===== src/hdl/pda_pkg.sv =====
// Constants for the phase detector averager
// Summary of operation
// - Enable low holds both counters in reset
// - Interrupt output only while interrupt allow set
// - Auto mode recentres sampling after wrap straddle
// - Forced bit rising starts one reacquisition
// - Timer flag set at each averaging start
// - Status read clears the timer flag
// - Alignment sets flag, aborts, freezes phase word
// - Valid averaging completion clears alignment flag
// - Phase word is four bytes, LSB first
// - Low bits fraction, next sixteen integer part
// - Reference counter counts period plus one
// - Phase counter counts period plus one
// - Word sums two-power-exponent valid samples
package pda_pkg;
	localparam logic [7:0]  ADDR_CONFIG   = 8'hd0;
	localparam logic [7:0]  ADDR_STATUS   = 8'hd1;
	localparam logic [7:0]  ADDR_RESULT0  = 8'hd2;
	localparam logic [7:0]  ADDR_RESULT1  = 8'hd3;
	localparam logic [7:0]  ADDR_RESULT2  = 8'hd4;
	localparam logic [7:0]  ADDR_RESULT3  = 8'hd5;
	localparam logic [7:0]  ADDR_REF_LO   = 8'hd9;
	localparam logic [7:0]  ADDR_REF_HI   = 8'hda;
	localparam logic [7:0]  ADDR_PH_LO    = 8'hdb;
	localparam logic [7:0]  ADDR_PH_HI    = 8'hdc;
	localparam logic [7:0]  ADDR_AVG_EXP  = 8'hdd;
	localparam logic [7:0]  ADDR_MASK     = 8'hde;
	localparam int          CFG_ENABLE    = 0;
	localparam int          CFG_IRQ       = 1;
	localparam int          CFG_AUTO      = 2;
	localparam int          CFG_FORCE     = 3;
	localparam int          CFG_RSVD      = 7;
	localparam int          ST_TIMER      = 0;
	localparam int          ST_ALIGN      = 1;
	localparam int          CNT_W         = 16;
	localparam int          EXP_W         = 4;
	localparam int          RESULT_W      = 31;
	localparam int          ZONE_SHIFT    = 2;
	localparam logic        CFG_RST       = 1'b0;
	localparam logic [1:0]  MASK_RST      = 2'h3;
	localparam logic [15:0] PERIOD_RST    = 16'h0000;
	localparam logic [3:0]  EXP_RST       = 4'h0;
	localparam logic [7:0]  RDATA_IDLE    = 8'h00;
endpackage


===== src/hdl/pda_phase_averager.sv =====
// Phase detector averager with register port and interrupt
//
// The implementer's own choice: the plain strobed port.
`timescale 1ns/1ns
module pda_phase_averager (
	input  wire logic       core_clk,
	input  wire logic       rstn,
	input  wire logic       core_ce,
	input  wire logic       ref_tick,
	input  wire logic       ref_align,
	input  wire logic [7:0] reg_addr,
	input  wire logic [7:0] reg_wdata,
	input  wire logic       reg_wr,
	input  wire logic       reg_rd,
	output logic      [7:0] reg_rdata,
	output logic            irq_out_n
);
	typedef struct packed {
		logic        enable;
		logic        irq_allow;
		logic        auto_reacq;
		logic        forced;
		logic        reserved;
		logic        forced_prev;
		logic [15:0] ref_period;
		logic [15:0] ph_period;
		logic [3:0]  avg_exp;
		logic [1:0]  irq_mask;
		logic        timer_flag;
		logic        align_flag;
		logic [30:0] phase_result;
		logic        prev_low;
		logic        prev_high;
		logic        prev_ok;
		logic        reacq_pending;
		logic [7:0]  rdata;
		logic        irq_n;
	} pda_top_t;

	pda_top_t    st;
	pda_top_t    next_st;
	logic [15:0] ref_count;
	logic [15:0] ph_count;
	logic        ref_end;
	logic        ph_end;
	logic [15:0] half_period;
	logic [15:0] quarter;
	logic        sample_low;
	logic        sample_high;
	logic        wrap_jump;
	logic        reacq_now;
	logic        forced_rise;
	logic        align_ev;
	logic        sample_valid;
	logic        abort;
	logic        period_start;
	logic        done;
	logic [30:0] total;

	assign reg_rdata = st.rdata;
	assign irq_out_n = st.irq_n;

	// Reference period counter, advanced by the reference tick
	pda_counter #(
		.WIDTH (pda_pkg::CNT_W)
	) u_ref_counter (
		.core_clk   (core_clk),
		.rstn       (rstn),
		.core_ce    (core_ce),
		.hold       (!st.enable),
		.step       (ref_tick),
		.load       (1'b0),
		.load_value (16'h0000),
		.period     (st.ref_period),
		.count      (ref_count),
		.at_end     (ref_end)
	);

	// Phase counter, advanced on every core clock with core_ce high
	pda_counter #(
		.WIDTH (pda_pkg::CNT_W)
	) u_phase_counter (
		.core_clk   (core_clk),
		.rstn       (rstn),
		.core_ce    (core_ce),
		.hold       (!st.enable),
		.step       (1'b1),
		.load       (reacq_now),
		.load_value (half_period),
		.period     (st.ph_period),
		.count      (ph_count),
		.at_end     (ph_end)
	);

	pda_accum u_accum (
		.core_clk     (core_clk),
		.rstn         (rstn),
		.core_ce      (core_ce),
		.abort        (abort),
		.sample_valid (sample_valid),
		.sample       (ph_count),
		.exponent     (st.avg_exp),
		.period_start (period_start),
		.done         (done),
		.total        (total)
	);

	// Sampling zones near the wrap-around value
	assign half_period = st.ph_period >> 1;
	assign quarter = st.ph_period >> pda_pkg::ZONE_SHIFT;
	assign sample_low = ph_count < quarter;
	assign sample_high = ph_count > (st.ph_period - quarter);

	assign forced_rise = st.forced && !st.forced_prev;
	assign reacq_now = st.reacq_pending && ref_end;
	assign wrap_jump = st.auto_reacq && st.prev_ok && ref_end && !st.reacq_pending
		&& ((st.prev_low && sample_high) || (st.prev_high && sample_low));
	assign align_ev = ref_align && st.enable;
	assign sample_valid = ref_end && !st.reacq_pending && !wrap_jump;
	assign abort = align_ev || wrap_jump || reacq_now || forced_rise || !st.enable;

	always_comb begin
		logic       rd_status;
		logic       clr_timer;
		logic [7:0] rd_mux;
		rd_status = reg_rd && (reg_addr == pda_pkg::ADDR_STATUS);
		clr_timer = rd_status;
		rd_mux = pda_pkg::RDATA_IDLE;
		next_st = st;
		next_st.forced_prev = st.forced;

		// Register writes
		if (reg_wr) begin
			if (reg_addr == pda_pkg::ADDR_CONFIG) begin
				next_st.enable = reg_wdata[pda_pkg::CFG_ENABLE];
				next_st.irq_allow = reg_wdata[pda_pkg::CFG_IRQ];
				next_st.auto_reacq = reg_wdata[pda_pkg::CFG_AUTO];
				next_st.forced = reg_wdata[pda_pkg::CFG_FORCE];
				next_st.reserved = reg_wdata[pda_pkg::CFG_RSVD];
			end else if (reg_addr == pda_pkg::ADDR_STATUS) begin
				clr_timer = clr_timer || reg_wdata[pda_pkg::ST_TIMER];
			end else if (reg_addr == pda_pkg::ADDR_REF_LO) begin
				next_st.ref_period[7:0] = reg_wdata;
			end else if (reg_addr == pda_pkg::ADDR_REF_HI) begin
				next_st.ref_period[15:8] = reg_wdata;
			end else if (reg_addr == pda_pkg::ADDR_PH_LO) begin
				next_st.ph_period[7:0] = reg_wdata;
			end else if (reg_addr == pda_pkg::ADDR_PH_HI) begin
				next_st.ph_period[15:8] = reg_wdata;
			end else if (reg_addr == pda_pkg::ADDR_AVG_EXP) begin
				next_st.avg_exp = reg_wdata[3:0];
			end else if (reg_addr == pda_pkg::ADDR_MASK) begin
				next_st.irq_mask = reg_wdata[1:0];
			end
		end

		// Timer event, set wins over clear
		next_st.timer_flag = (st.timer_flag && !clr_timer) || period_start;

		// Alignment event and phase word update
		if (align_ev) begin
			next_st.align_flag = 1'b1;
		end else if (done) begin
			next_st.align_flag = 1'b0;
		end
		if (done) begin
			next_st.phase_result = total;
		end

		// Reacquisition request, set wins over completion
		next_st.reacq_pending = (st.reacq_pending && !reacq_now) || forced_rise || wrap_jump;
		if (!st.enable) begin
			next_st.prev_ok = 1'b0;
		end else if (ref_end) begin
			next_st.prev_low = sample_low;
			next_st.prev_high = sample_high;
			next_st.prev_ok = sample_valid;
		end

		// Register reads, data in the following cycle
		if (reg_rd) begin
			if (reg_addr == pda_pkg::ADDR_CONFIG) begin
				rd_mux[pda_pkg::CFG_ENABLE] = st.enable;
				rd_mux[pda_pkg::CFG_IRQ] = st.irq_allow;
				rd_mux[pda_pkg::CFG_AUTO] = st.auto_reacq;
				rd_mux[pda_pkg::CFG_FORCE] = st.forced;
				rd_mux[pda_pkg::CFG_RSVD] = st.reserved;
			end else if (reg_addr == pda_pkg::ADDR_STATUS) begin
				rd_mux[pda_pkg::ST_TIMER] = st.timer_flag;
				rd_mux[pda_pkg::ST_ALIGN] = st.align_flag;
			end else if (reg_addr == pda_pkg::ADDR_RESULT0) begin
				rd_mux = st.phase_result[7:0];
			end else if (reg_addr == pda_pkg::ADDR_RESULT1) begin
				rd_mux = st.phase_result[15:8];
			end else if (reg_addr == pda_pkg::ADDR_RESULT2) begin
				rd_mux = st.phase_result[23:16];
			end else if (reg_addr == pda_pkg::ADDR_RESULT3) begin
				rd_mux = {1'b0, st.phase_result[30:24]};
			end else if (reg_addr == pda_pkg::ADDR_REF_LO) begin
				rd_mux = st.ref_period[7:0];
			end else if (reg_addr == pda_pkg::ADDR_REF_HI) begin
				rd_mux = st.ref_period[15:8];
			end else if (reg_addr == pda_pkg::ADDR_PH_LO) begin
				rd_mux = st.ph_period[7:0];
			end else if (reg_addr == pda_pkg::ADDR_PH_HI) begin
				rd_mux = st.ph_period[15:8];
			end else if (reg_addr == pda_pkg::ADDR_AVG_EXP) begin
				rd_mux = {4'h0, st.avg_exp};
			end else if (reg_addr == pda_pkg::ADDR_MASK) begin
				rd_mux = {6'h00, st.irq_mask};
			end
		end
		next_st.rdata = rd_mux;

		// Interrupt, gated by mask and interrupt allow
		next_st.irq_n = !(next_st.irq_allow
			&& |({next_st.align_flag, next_st.timer_flag} & next_st.irq_mask));
	end

	always_ff @(posedge core_clk or negedge rstn) begin
		if (!rstn) begin
			st <= '0;
			st.enable <= pda_pkg::CFG_RST;
			st.irq_allow <= pda_pkg::CFG_RST;
			st.auto_reacq <= pda_pkg::CFG_RST;
			st.forced <= pda_pkg::CFG_RST;
			st.reserved <= pda_pkg::CFG_RST;
			st.forced_prev <= pda_pkg::CFG_RST;
			st.ref_period <= pda_pkg::PERIOD_RST;
			st.ph_period <= pda_pkg::PERIOD_RST;
			st.avg_exp <= pda_pkg::EXP_RST;
			st.irq_mask <= pda_pkg::MASK_RST;
			st.rdata <= pda_pkg::RDATA_IDLE;
			st.irq_n <= 1'b1;
		end else if (core_ce) begin
			st <= next_st;
		end
	end

	// Checks
	idle_hold_a: assert property (@(posedge core_clk) disable iff (!rstn)
		core_ce && !st.enable |=> ref_count == 16'h0000 && ph_count == 16'h0000)
		else $error("counters run while comparison disabled");

	irq_gate_a: assert property (@(posedge core_clk) disable iff (!rstn)
		!st.irq_allow |-> st.irq_n)
		else $error("interrupt raised while not allowed");

	timer_set_a: assert property (@(posedge core_clk) disable iff (!rstn)
		core_ce && period_start |=> st.timer_flag)
		else $error("timer flag missed at averaging start");

	read_clear_a: assert property (@(posedge core_clk) disable iff (!rstn)
		core_ce && reg_rd && reg_addr == pda_pkg::ADDR_STATUS && !period_start
		|=> !st.timer_flag)
		else $error("status read did not clear timer flag");

	align_freeze_a: assert property (@(posedge core_clk) disable iff (!rstn)
		core_ce && align_ev |=> st.align_flag && $stable(st.phase_result))
		else $error("alignment did not set flag or freeze word");

	align_clear_a: assert property (@(posedge core_clk) disable iff (!rstn)
		core_ce && done |=> !st.align_flag)
		else $error("alignment flag kept after valid average");

	result_load_a: assert property (@(posedge core_clk) disable iff (!rstn)
		core_ce && done |=> st.phase_result == $past(total))
		else $error("phase word not loaded with the sum");

	word_hold_a: assert property (@(posedge core_clk) disable iff (!rstn)
		core_ce && wrap_jump |=> st.reacq_pending && $stable(st.phase_result))
		else $error("wrap straddle not handled");

	recentre_a: assert property (@(posedge core_clk) disable iff (!rstn)
		core_ce && reacq_now |=> ph_count == $past(half_period))
		else $error("sampling point not moved to mid period");

	forced_edge_a: assert property (@(posedge core_clk) disable iff (!rstn)
		core_ce && st.forced && !st.forced_prev |=> st.reacq_pending && st.forced_prev)
		else $error("forced edge did not start reacquisition");

	top_bit_a: assert property (@(posedge core_clk) disable iff (!rstn)
		reg_rd && reg_addr == pda_pkg::ADDR_RESULT3 ##1 1'b1 |-> !reg_rdata[7])
		else $error("unused phase word bit reads one");

	// Flag, counter and readback checks
	irq_level_a: assert property (@(posedge core_clk) disable iff (!rstn)
		st.irq_n == !(st.irq_allow && ((st.timer_flag && st.irq_mask[0])
		|| (st.align_flag && st.irq_mask[1]))))
		else $error("interrupt level disagrees with flags");

	timer_keep_a: assert property (@(posedge core_clk) disable iff (!rstn)
		core_ce && st.timer_flag
		&& !(reg_addr == pda_pkg::ADDR_STATUS && (reg_rd || reg_wr)) |=> st.timer_flag)
		else $error("timer flag lost without a clear");

	timer_source_a: assert property (@(posedge core_clk) disable iff (!rstn)
		core_ce && !st.timer_flag && !period_start |=> !st.timer_flag)
		else $error("timer flag set outside averaging start");

	align_keep_a: assert property (@(posedge core_clk) disable iff (!rstn)
		core_ce && st.align_flag && !done |=> st.align_flag)
		else $error("alignment flag cleared early");

	align_source_a: assert property (@(posedge core_clk) disable iff (!rstn)
		core_ce && !st.align_flag && !align_ev |=> !st.align_flag)
		else $error("alignment flag set without alignment");

	abort_align_a: assert property (@(posedge core_clk) disable iff (!rstn)
		align_ev |-> abort && !done)
		else $error("alignment did not abort averaging");

	word_still_a: assert property (@(posedge core_clk) disable iff (!rstn)
		core_ce && !done |=> $stable(st.phase_result))
		else $error("phase word changed without completion");

	idle_quiet_a: assert property (@(posedge core_clk) disable iff (!rstn)
		!st.enable |-> !sample_valid && !period_start && !done)
		else $error("sampling while comparison disabled");

	ref_step_a: assert property (@(posedge core_clk) disable iff (!rstn)
		core_ce && st.enable && ref_tick && !ref_end
		|=> ref_count == $past(ref_count) + 16'h0001)
		else $error("reference counter missed a tick");

	ref_still_a: assert property (@(posedge core_clk) disable iff (!rstn)
		core_ce && st.enable && !ref_tick |=> $stable(ref_count))
		else $error("reference counter moved without a tick");

	phase_step_a: assert property (@(posedge core_clk) disable iff (!rstn)
		core_ce && st.enable && !ph_end && !reacq_now
		|=> ph_count == $past(ph_count) + 16'h0001)
		else $error("phase counter did not advance");

	pending_gate_a: assert property (@(posedge core_clk) disable iff (!rstn)
		st.reacq_pending |-> !sample_valid && !done)
		else $error("sample taken while reacquisition pending");

	edge_memory_a: assert property (@(posedge core_clk) disable iff (!rstn)
		core_ce |=> st.forced_prev == $past(st.forced))
		else $error("forced bit history not kept");

	pending_end_a: assert property (@(posedge core_clk) disable iff (!rstn)
		core_ce && reacq_now && !forced_rise |=> !st.reacq_pending)
		else $error("reacquisition did not finish");

	auto_off_a: assert property (@(posedge core_clk) disable iff (!rstn)
		!st.auto_reacq |-> !wrap_jump)
		else $error("wrap straddle acted on in manual mode");

	result_byte_a: assert property (@(posedge core_clk) disable iff (!rstn)
		core_ce && reg_rd && reg_addr == pda_pkg::ADDR_RESULT0
		|=> reg_rdata == $past(st.phase_result[7:0]))
		else $error("low phase word byte misread");
endmodule


===== src/hdl/pda_counter.sv =====
// Modulo counter with hold, load and end-of-count detection
`timescale 1ns/1ns
module pda_counter #(
	parameter int WIDTH = 16
) (
	input  wire logic             core_clk,
	input  wire logic             rstn,
	input  wire logic             core_ce,
	input  wire logic             hold,
	input  wire logic             step,
	input  wire logic             load,
	input  wire logic [WIDTH-1:0] load_value,
	input  wire logic [WIDTH-1:0] period,
	output logic      [WIDTH-1:0] count,
	output logic                  at_end
);
	typedef struct packed {
		logic [WIDTH-1:0] value;
	} pda_counter_t;

	pda_counter_t st;
	pda_counter_t next_st;

	assign count = st.value;
	assign at_end = step && !hold && (st.value == period);

	always_comb begin
		next_st = st;
		if (hold) begin
			next_st.value = '0;
		end else if (load) begin
			next_st.value = load_value;
		end else if (at_end) begin
			next_st.value = '0;
		end else if (step) begin
			next_st.value = st.value + 1'b1;
		end
	end

	always_ff @(posedge core_clk or negedge rstn) begin
		if (!rstn) begin
			st <= '0;
		end else if (core_ce) begin
			st <= next_st;
		end
	end

	count_wrap_a: assert property (@(posedge core_clk) disable iff (!rstn)
		core_ce && at_end && !load |=> st.value == '0)
		else $error("counter did not restart after end of count");
endmodule


===== src/hdl/pda_accum.sv =====
// Sample accumulator over a power-of-two averaging period
`timescale 1ns/1ns
module pda_accum (
	input  wire logic        core_clk,
	input  wire logic        rstn,
	input  wire logic        core_ce,
	input  wire logic        abort,
	input  wire logic        sample_valid,
	input  wire logic [15:0] sample,
	input  wire logic [3:0]  exponent,
	output logic             period_start,
	output logic             done,
	output logic      [30:0] total
);
	typedef struct packed {
		logic [30:0] acc;
		logic [14:0] cnt;
	} pda_accum_t;

	pda_accum_t  st;
	pda_accum_t  next_st;
	logic [15:0] span;
	logic        last;
	logic        take;

	assign span = 16'h0001 << exponent;
	assign last = {1'b0, st.cnt} == (span - 16'h0001);
	assign take = sample_valid && !abort;
	assign total = st.acc + {15'h0000, sample};
	assign period_start = take && (st.cnt == 15'h0000);
	assign done = take && last;

	always_comb begin
		next_st = st;
		if (abort) begin
			next_st = '0;
		end else if (take) begin
			if (last) begin
				next_st = '0;
			end else begin
				next_st.acc = total;
				next_st.cnt = st.cnt + 15'h0001;
			end
		end
	end

	always_ff @(posedge core_clk or negedge rstn) begin
		if (!rstn) begin
			st <= '0;
		end else if (core_ce) begin
			st <= next_st;
		end
	end

	restart_count_a: assert property (@(posedge core_clk) disable iff (!rstn)
		core_ce && (abort || done) |=> st.cnt == 15'h0000 && st.acc == 31'h00000000)
		else $error("accumulator not restarted");
endmodule


===== config.mk =====
export PLATFORM = sky130hd
export DESIGN_NAME = pda_phase_averager
export DESIGN_NICKNAME = d
export VERILOG_FILES = /design/src/hdl/pda_pkg.sv /design/src/hdl/pda_phase_averager.sv /design/src/hdl/pda_counter.sv /design/src/hdl/pda_accum.sv
export SDC_FILE = /design/constraint.sdc
export NUM_CORES = 1
export LEC_CHECK = 0
export ABC_AREA = 1
export BUFFER_PORTS_ARGS = -buffer_cell sky130_fd_sc_hd__buf_2
export CAP_MARGIN = 0
export CELL_PAD_IN_SITES_DETAIL_PLACEMENT = 0
export CELL_PAD_IN_SITES_GLOBAL_PLACEMENT = 1
export CORE_MARGIN = 3
export CORE_UTILIZATION = 47
export DETAILED_ROUTE_END_ITERATION = 7
export PLACE_DENSITY_LB_ADDON = 0.08
export SLEW_MARGIN = 20
export SYNTH_ARGS = -nofsm -noshare
export SYNTH_HDL_FRONTEND = slang
export SYNTH_SLANG_ARGS = --single-unit

===== constraint.sdc =====
create_clock -name core_clk -period 4.3 [get_ports core_clk]
set_input_delay 0.43 -clock core_clk [delete_from_list [all_inputs] [get_ports core_clk]]
set_output_delay 0.43 -clock core_clk [all_outputs]
set_load 0.005 [all_outputs]

# Word-level counts from Yosys, hierarchy flattened
# Cells that the tools add are included.
# totals
input_bits,23
register_bits,168
# classes
order_cmp,2
n_addsub,6
n_eq_ne,17
bitwise_logic,7
shift,1
muxes,43
reduce_logical,52
# ops
op,count
$mux W46,3
$eq A8 B8 Y1 const B,12
$mux W16,6
$mux W8,9
$add A16 B1 Y16 const B,2
$eq A16 B16 Y1,2
$add A31 B16 Y31,1
$mux W2,11
$logic_and A1 B1 Y1,21
$eq A15 B16 Y1,1
$gt A16 B16 Y1,1
$lt A16 B14 Y1,1
$mux W4,4
$shl A1 B4 Y16 const A,1
$sub A16 B1 Y16 const B,1
$sub A16 B14 Y16,1
$add A15 B1 Y15 const B,1
$logic_not A15 Y1,1
$logic_or A1 B1 Y1,9
$reduce_and A9 Y1,1
$logic_not A1 Y1,8
$mux W1,8
$reduce_and A2 Y1,4
$reduce_and A8 Y1,1
12 further kinds,18

# Depth between registers and ports, before layout
# depth
word_depth,18
depth_mapped,31
mapped_depth_nobuf,30

# Cells and area by module
# Synthesis repeated with hierarchy kept, for this count alone.
# hier_totals
cells_unflattened,2031
area_unflattened_um2,13538.0
# modules_own_cells
mod,area_each_um2,seq_area_each_um2,instances,cells_each
pda_phase_averager,5839.4,2255.9,1,731
pda_accum,4310.4,1151.1,1,680
pda_counter,1694.1,400.4,2,310

# Worst setup path after synthesis
# OpenSTA, ideal clock, no wires.
# synth_timing
path_type,reg2reg
start,reg st (netlist bit half_period[3])
end,reg u_accum.st[34] (netlist name)
t_arrival_ns,3.527
stages_incl_launch_ff,25
setup_slack_ns,0.690
required_ns,4.218
synth_period_minus_slack_ns,3.610
path_cell_list,dfrtp_1 > inv_1 > ha_1 > a21o_1 > a31oi_1 > o21bai_1 > a21oi_1 > o21ai_0 > nand2_1 > nand2_1 > a21oi_1 > xor2_1 > ha_1 > a21oi_1 > o21ai_0 > a21oi_1 > nand2_1 > nand3_1 > nand2_1 > nand2_2 > nand2_1 > nor2_4 > nand2_2 > buf_2 > o22ai_1
# synth_between
elab_chain_len,13
# synth_rtl
item,line_no,text
"start, declared",pda_phase_averager.sv:40,pda_top_t st;
"start signal, assigned",pda_phase_averager.sv:236,st <= next_st;
$sub A16 B14 Y16,pda_phase_averager.sv:112,assign sample_high = ph_count > (st.ph_period - quarter);
$gt A16 B16 Y1,pda_phase_averager.sv:112,
$logic_and A1 B1 Y1,pda_phase_averager.sv:117,&& ((st.prev_low && sample_high) || (st.prev_high && sample_low));
$logic_or A1 B1 Y1 (*),pda_phase_averager.sv:117,
$logic_and A1 B1 Y1 (*),pda_phase_averager.sv:117,
$logic_or A1 B1 Y1 (4 in a row),pda_phase_averager.sv:120,assign abort = align_ev || wrap_jump || reacq_now || forced_rise || !st.enable;
$logic_not A1 Y1,pda_accum.sv:28,assign take = sample_valid && !abort;
$logic_and A1 B1 Y1,pda_accum.sv:28,
$reduce_bool A2 Y1 (no line),--,
$reduce_and A2 Y1 (no line),--,
"end signal, assigned",pda_accum.sv:51,st <= next_st;
"end, declared",pda_accum.sv:20,pda_accum_t st;
# Mark *: on every way between the ends. The rest lies on a longest branch, timed or not.
# A chain may end at the register's enable or synchronous reset.

# Worst setup path in the final report
# layout_timing
start,reg st[52] (netlist name)
end,reg st[30] (netlist name)
# layout_between
elab_chain_len,13
# layout_rtl
item,line_no,text
$sub A16 B14 Y16 (*),pda_phase_averager.sv:112,
$gt A16 B16 Y1 (*),pda_phase_averager.sv:112,
$logic_and A1 B1 Y1 (*),pda_phase_averager.sv:117,
$logic_or A1 B1 Y1 (*),pda_phase_averager.sv:117,
$logic_and A1 B1 Y1 (*),pda_phase_averager.sv:117,
$logic_or A1 B1 Y1 (4 in a row),pda_phase_averager.sv:120,
$logic_not A1 Y1,pda_accum.sv:28,
$logic_and A1 B1 Y1 (*),pda_accum.sv:28,
$logic_and A1 B1 Y1 (*),pda_accum.sv:31,assign done = take && last;
$reduce_and A2 Y1 (no line) (*),--,
# Marked as above.

==> run metrics <==
status=completed; Hold-fix buffers, CTS=0; grt met2 use=0.418; Vias per Instance=5.45; fin crit period=around 4 ns; Max H-tree Level=4; post-synthesis adder-cell area fraction=0.0721; die width=163 um; Post-Synth Simple-Gate Area=0.263; VDD IR-drop max=179 uV; largest area contributor in the synthesized netlist=dfrtp_1; final hold slack=0.00440 ns; DR pass1 iterations=5; Final Hold Vio Count=0; Worst Path Arrival=4.42 ns; fmax=0.247 GHz; Worst Setup Path Type=reg2reg; HP Class=in2async; met1 Usage GRT=0.393; Crit path top cell by count=nand2_1; # setup viols final=0; core area=roughly 24000 um2; Post-Syn Area=11700 um2; Synth Area in XOR/XNOR=0.0609; placed wire-length estimate=26.5 mm; Area Overhead vs Synth=11.6%; Max stage delay cell, worst path=dfrtp_1; critical-path maximum fanout=7; Yosys reg bits=168; Pwr Density=293 nW/um2; clk buf depth=2; share of cells above drive strength 1=0.104; Die Y=163 um; first-pass GRT wire length=56.1 mm; maxcap violations=0; Reg area=4210 um2; Buf/Inv on CP=5; post-synthesis mux area share=0; Syn Area/Cell=7.41 um2; wire length per cell=roughly 18 um; capturing element type of the critical path=flip-flop; fillers=around 2400; setup ws final=0.249 ns; full die area=26700 um2; row count=57; GRT Util Overall=0.267; library cells used by synthesis=54; pre-CTS WS=0.0635 ns; Finished Layout Cells=1962; vias in the first global route=10197; ys flop type=dfrtp_1; # DRC=0; Worst slew margin=0.367; Root Driver=clkbuf_16; Initial Utilization=0.479; initial antenna violation count=0; crit start category=flip-flop; Antenna Cells=0; count of warnings emitted by yosys=0; initial DRC count=912; period utilization=0.942; P_leak=6.23 nW; gr ovfl total=0; Design Power=between 3 and 4 mW; share of flip-flops with an asynchronous set or reset=1.00; commonest non-fill, non-tap cells in the layout=nand2_1, inv_1, dfrtp_1; GR peak layer=met2; CTS tree=done; Clock Skew=about 0.024 ns; cell family with most CP delay=simple AND/OR/NAND/NOR gates; Slew @ Worst Pin=between 0.9 and 1 ns; Compound-Gate Fraction of Synth Area=0.160; clk sink count=168; R2R Setup Slk=0.25 ns; fin. max-slew vios=0; top cell type's share of synthesized area=0.354; placed cells=1917; cts bufs inserted=17; final WL=35.0 mm; GRT met3 Usage=0.0340; Vias=10697; Final #Nets=1714; commonest non-fill, non-tap cell in the layout=nand2_1; cells after synthesis=1574; Critical Path RT=4.67 ns; Post-Syn Nets=roughly 1700; largest family of logic cells by synthesized area=simple AND/OR/NAND/NOR gates; number of port buffers=31; CP max stage delay=0.41 ns; clk_lat worst skew=0.45 ns; largest net degree at the start of global routing=92; Crit. path cell count=30; register area share after synthesis=0.361; final setup TNS=0 ns; Multi-input gate area=6540 um2; Final Wtd Congestion=0.896; io pins=32; worst-case reg-to-reg path depth=30; clk slew on worst S/H paths=approximately 0.070 ns; antenna viol nets, final=0; number of flops mapped to enable cells by yosys=0; synth top area cells=dfrtp_1, nand2_1, ha_1, o21ai_0, inv_1
-- cells by family after synthesis --
family / count (synthesis)
simple gates: 709
compound gates: 322
buf+inv: 228
flops: 168
xor+xnor: 81
fa+ha+maj: 66
-- layer usage --
metal / up-vias / share of wire
met1: 5046 / 0.48
li1: 5343 / -
met2: 266 / 0.45
met3: 42 / 0.052
met4: 0 / 0.017
met5: - / 0
-- flip-flops by register name, indices dropped and copies added, names as in the netlist --
register / count
st: 65
u_accum.st: 46
u_phase_counter.count: 16
u_ref_counter.count: 16
half_period: 15
reg_rdata: 8
irq_out_n: 1
next_st: 1
-- per-stage QoR --
stage	instance area, um2	utilization
global placement	12200	0.502
global route	13000	0.535
floorplan	11700	-
CTS	12800	0.527
detailed placement	12200	0.502
finish	13000	0.535
-- power breakdown --
group / total (mW) / switching (mW) / internal [mW]
Clock: 1.64 / 0.713 / 0.922
Combinational: 0.550 / 0.356 / 0.194
Sequential: 1.63 / 0.0283 / 1.60
-- cells in the mapped netlist (all sizes together), types with 4 or more instances --
master,number
nor3b,5
a211oi,4
o221ai,8
dfrtp,165
nand3,76
nor4,13
o22ai,20
nor2,124
o21bai,6
o21ai,179
nand4,30
o211ai,7
ha,64
buf,28
xor2,66
a21oi,74
inv,190
a21o,6
nand2,413
xnor2,15
nor3,37
clkbuf,10
or2,6
-- path summary, 6_finish.rpt --
kind,start,to
max,st[52]$_DFFE_PN0P_,st[30]$_DFFE_PN0P_
min,rstn,u_ref_counter.count[5]$_DFFE_PN0P_
max reg2reg,st[52]$_DFFE_PN0P_,st[30]$_DFFE_PN0P_
min reg2reg,reg_rdata[2]$_DFFE_PN0P_,reg_rdata[2]$_DFFE_PN0P_
max in group asynchronous,rstn,u_accum.st[25]$_DFFE_PN0P_
min in group core_clk,reg_wdata[1],st[88]$_DFFE_PN0P_
-- layout make-up --
type / instances / area share
clock inverters: 13 / 0.0132
inverters: 190 / 0.0558
repair buffers: 70 / 0.0408
multi-input cells: 1178 / 0.502
clock buffers: 19 / 0.0333
flip-flops and latches: 168 / 0.323
well taps: 324 / 0.0312
-- what timing repair did --
action | 4_1_cts | 5_1_grt
setup buffers | 0 | 12
hold endpoints to repair | 0 | 0
gates resized for setup | 0 | 23
endpoints found under the setup margin | 0 | 75
(Power assumes the default switching activity.)
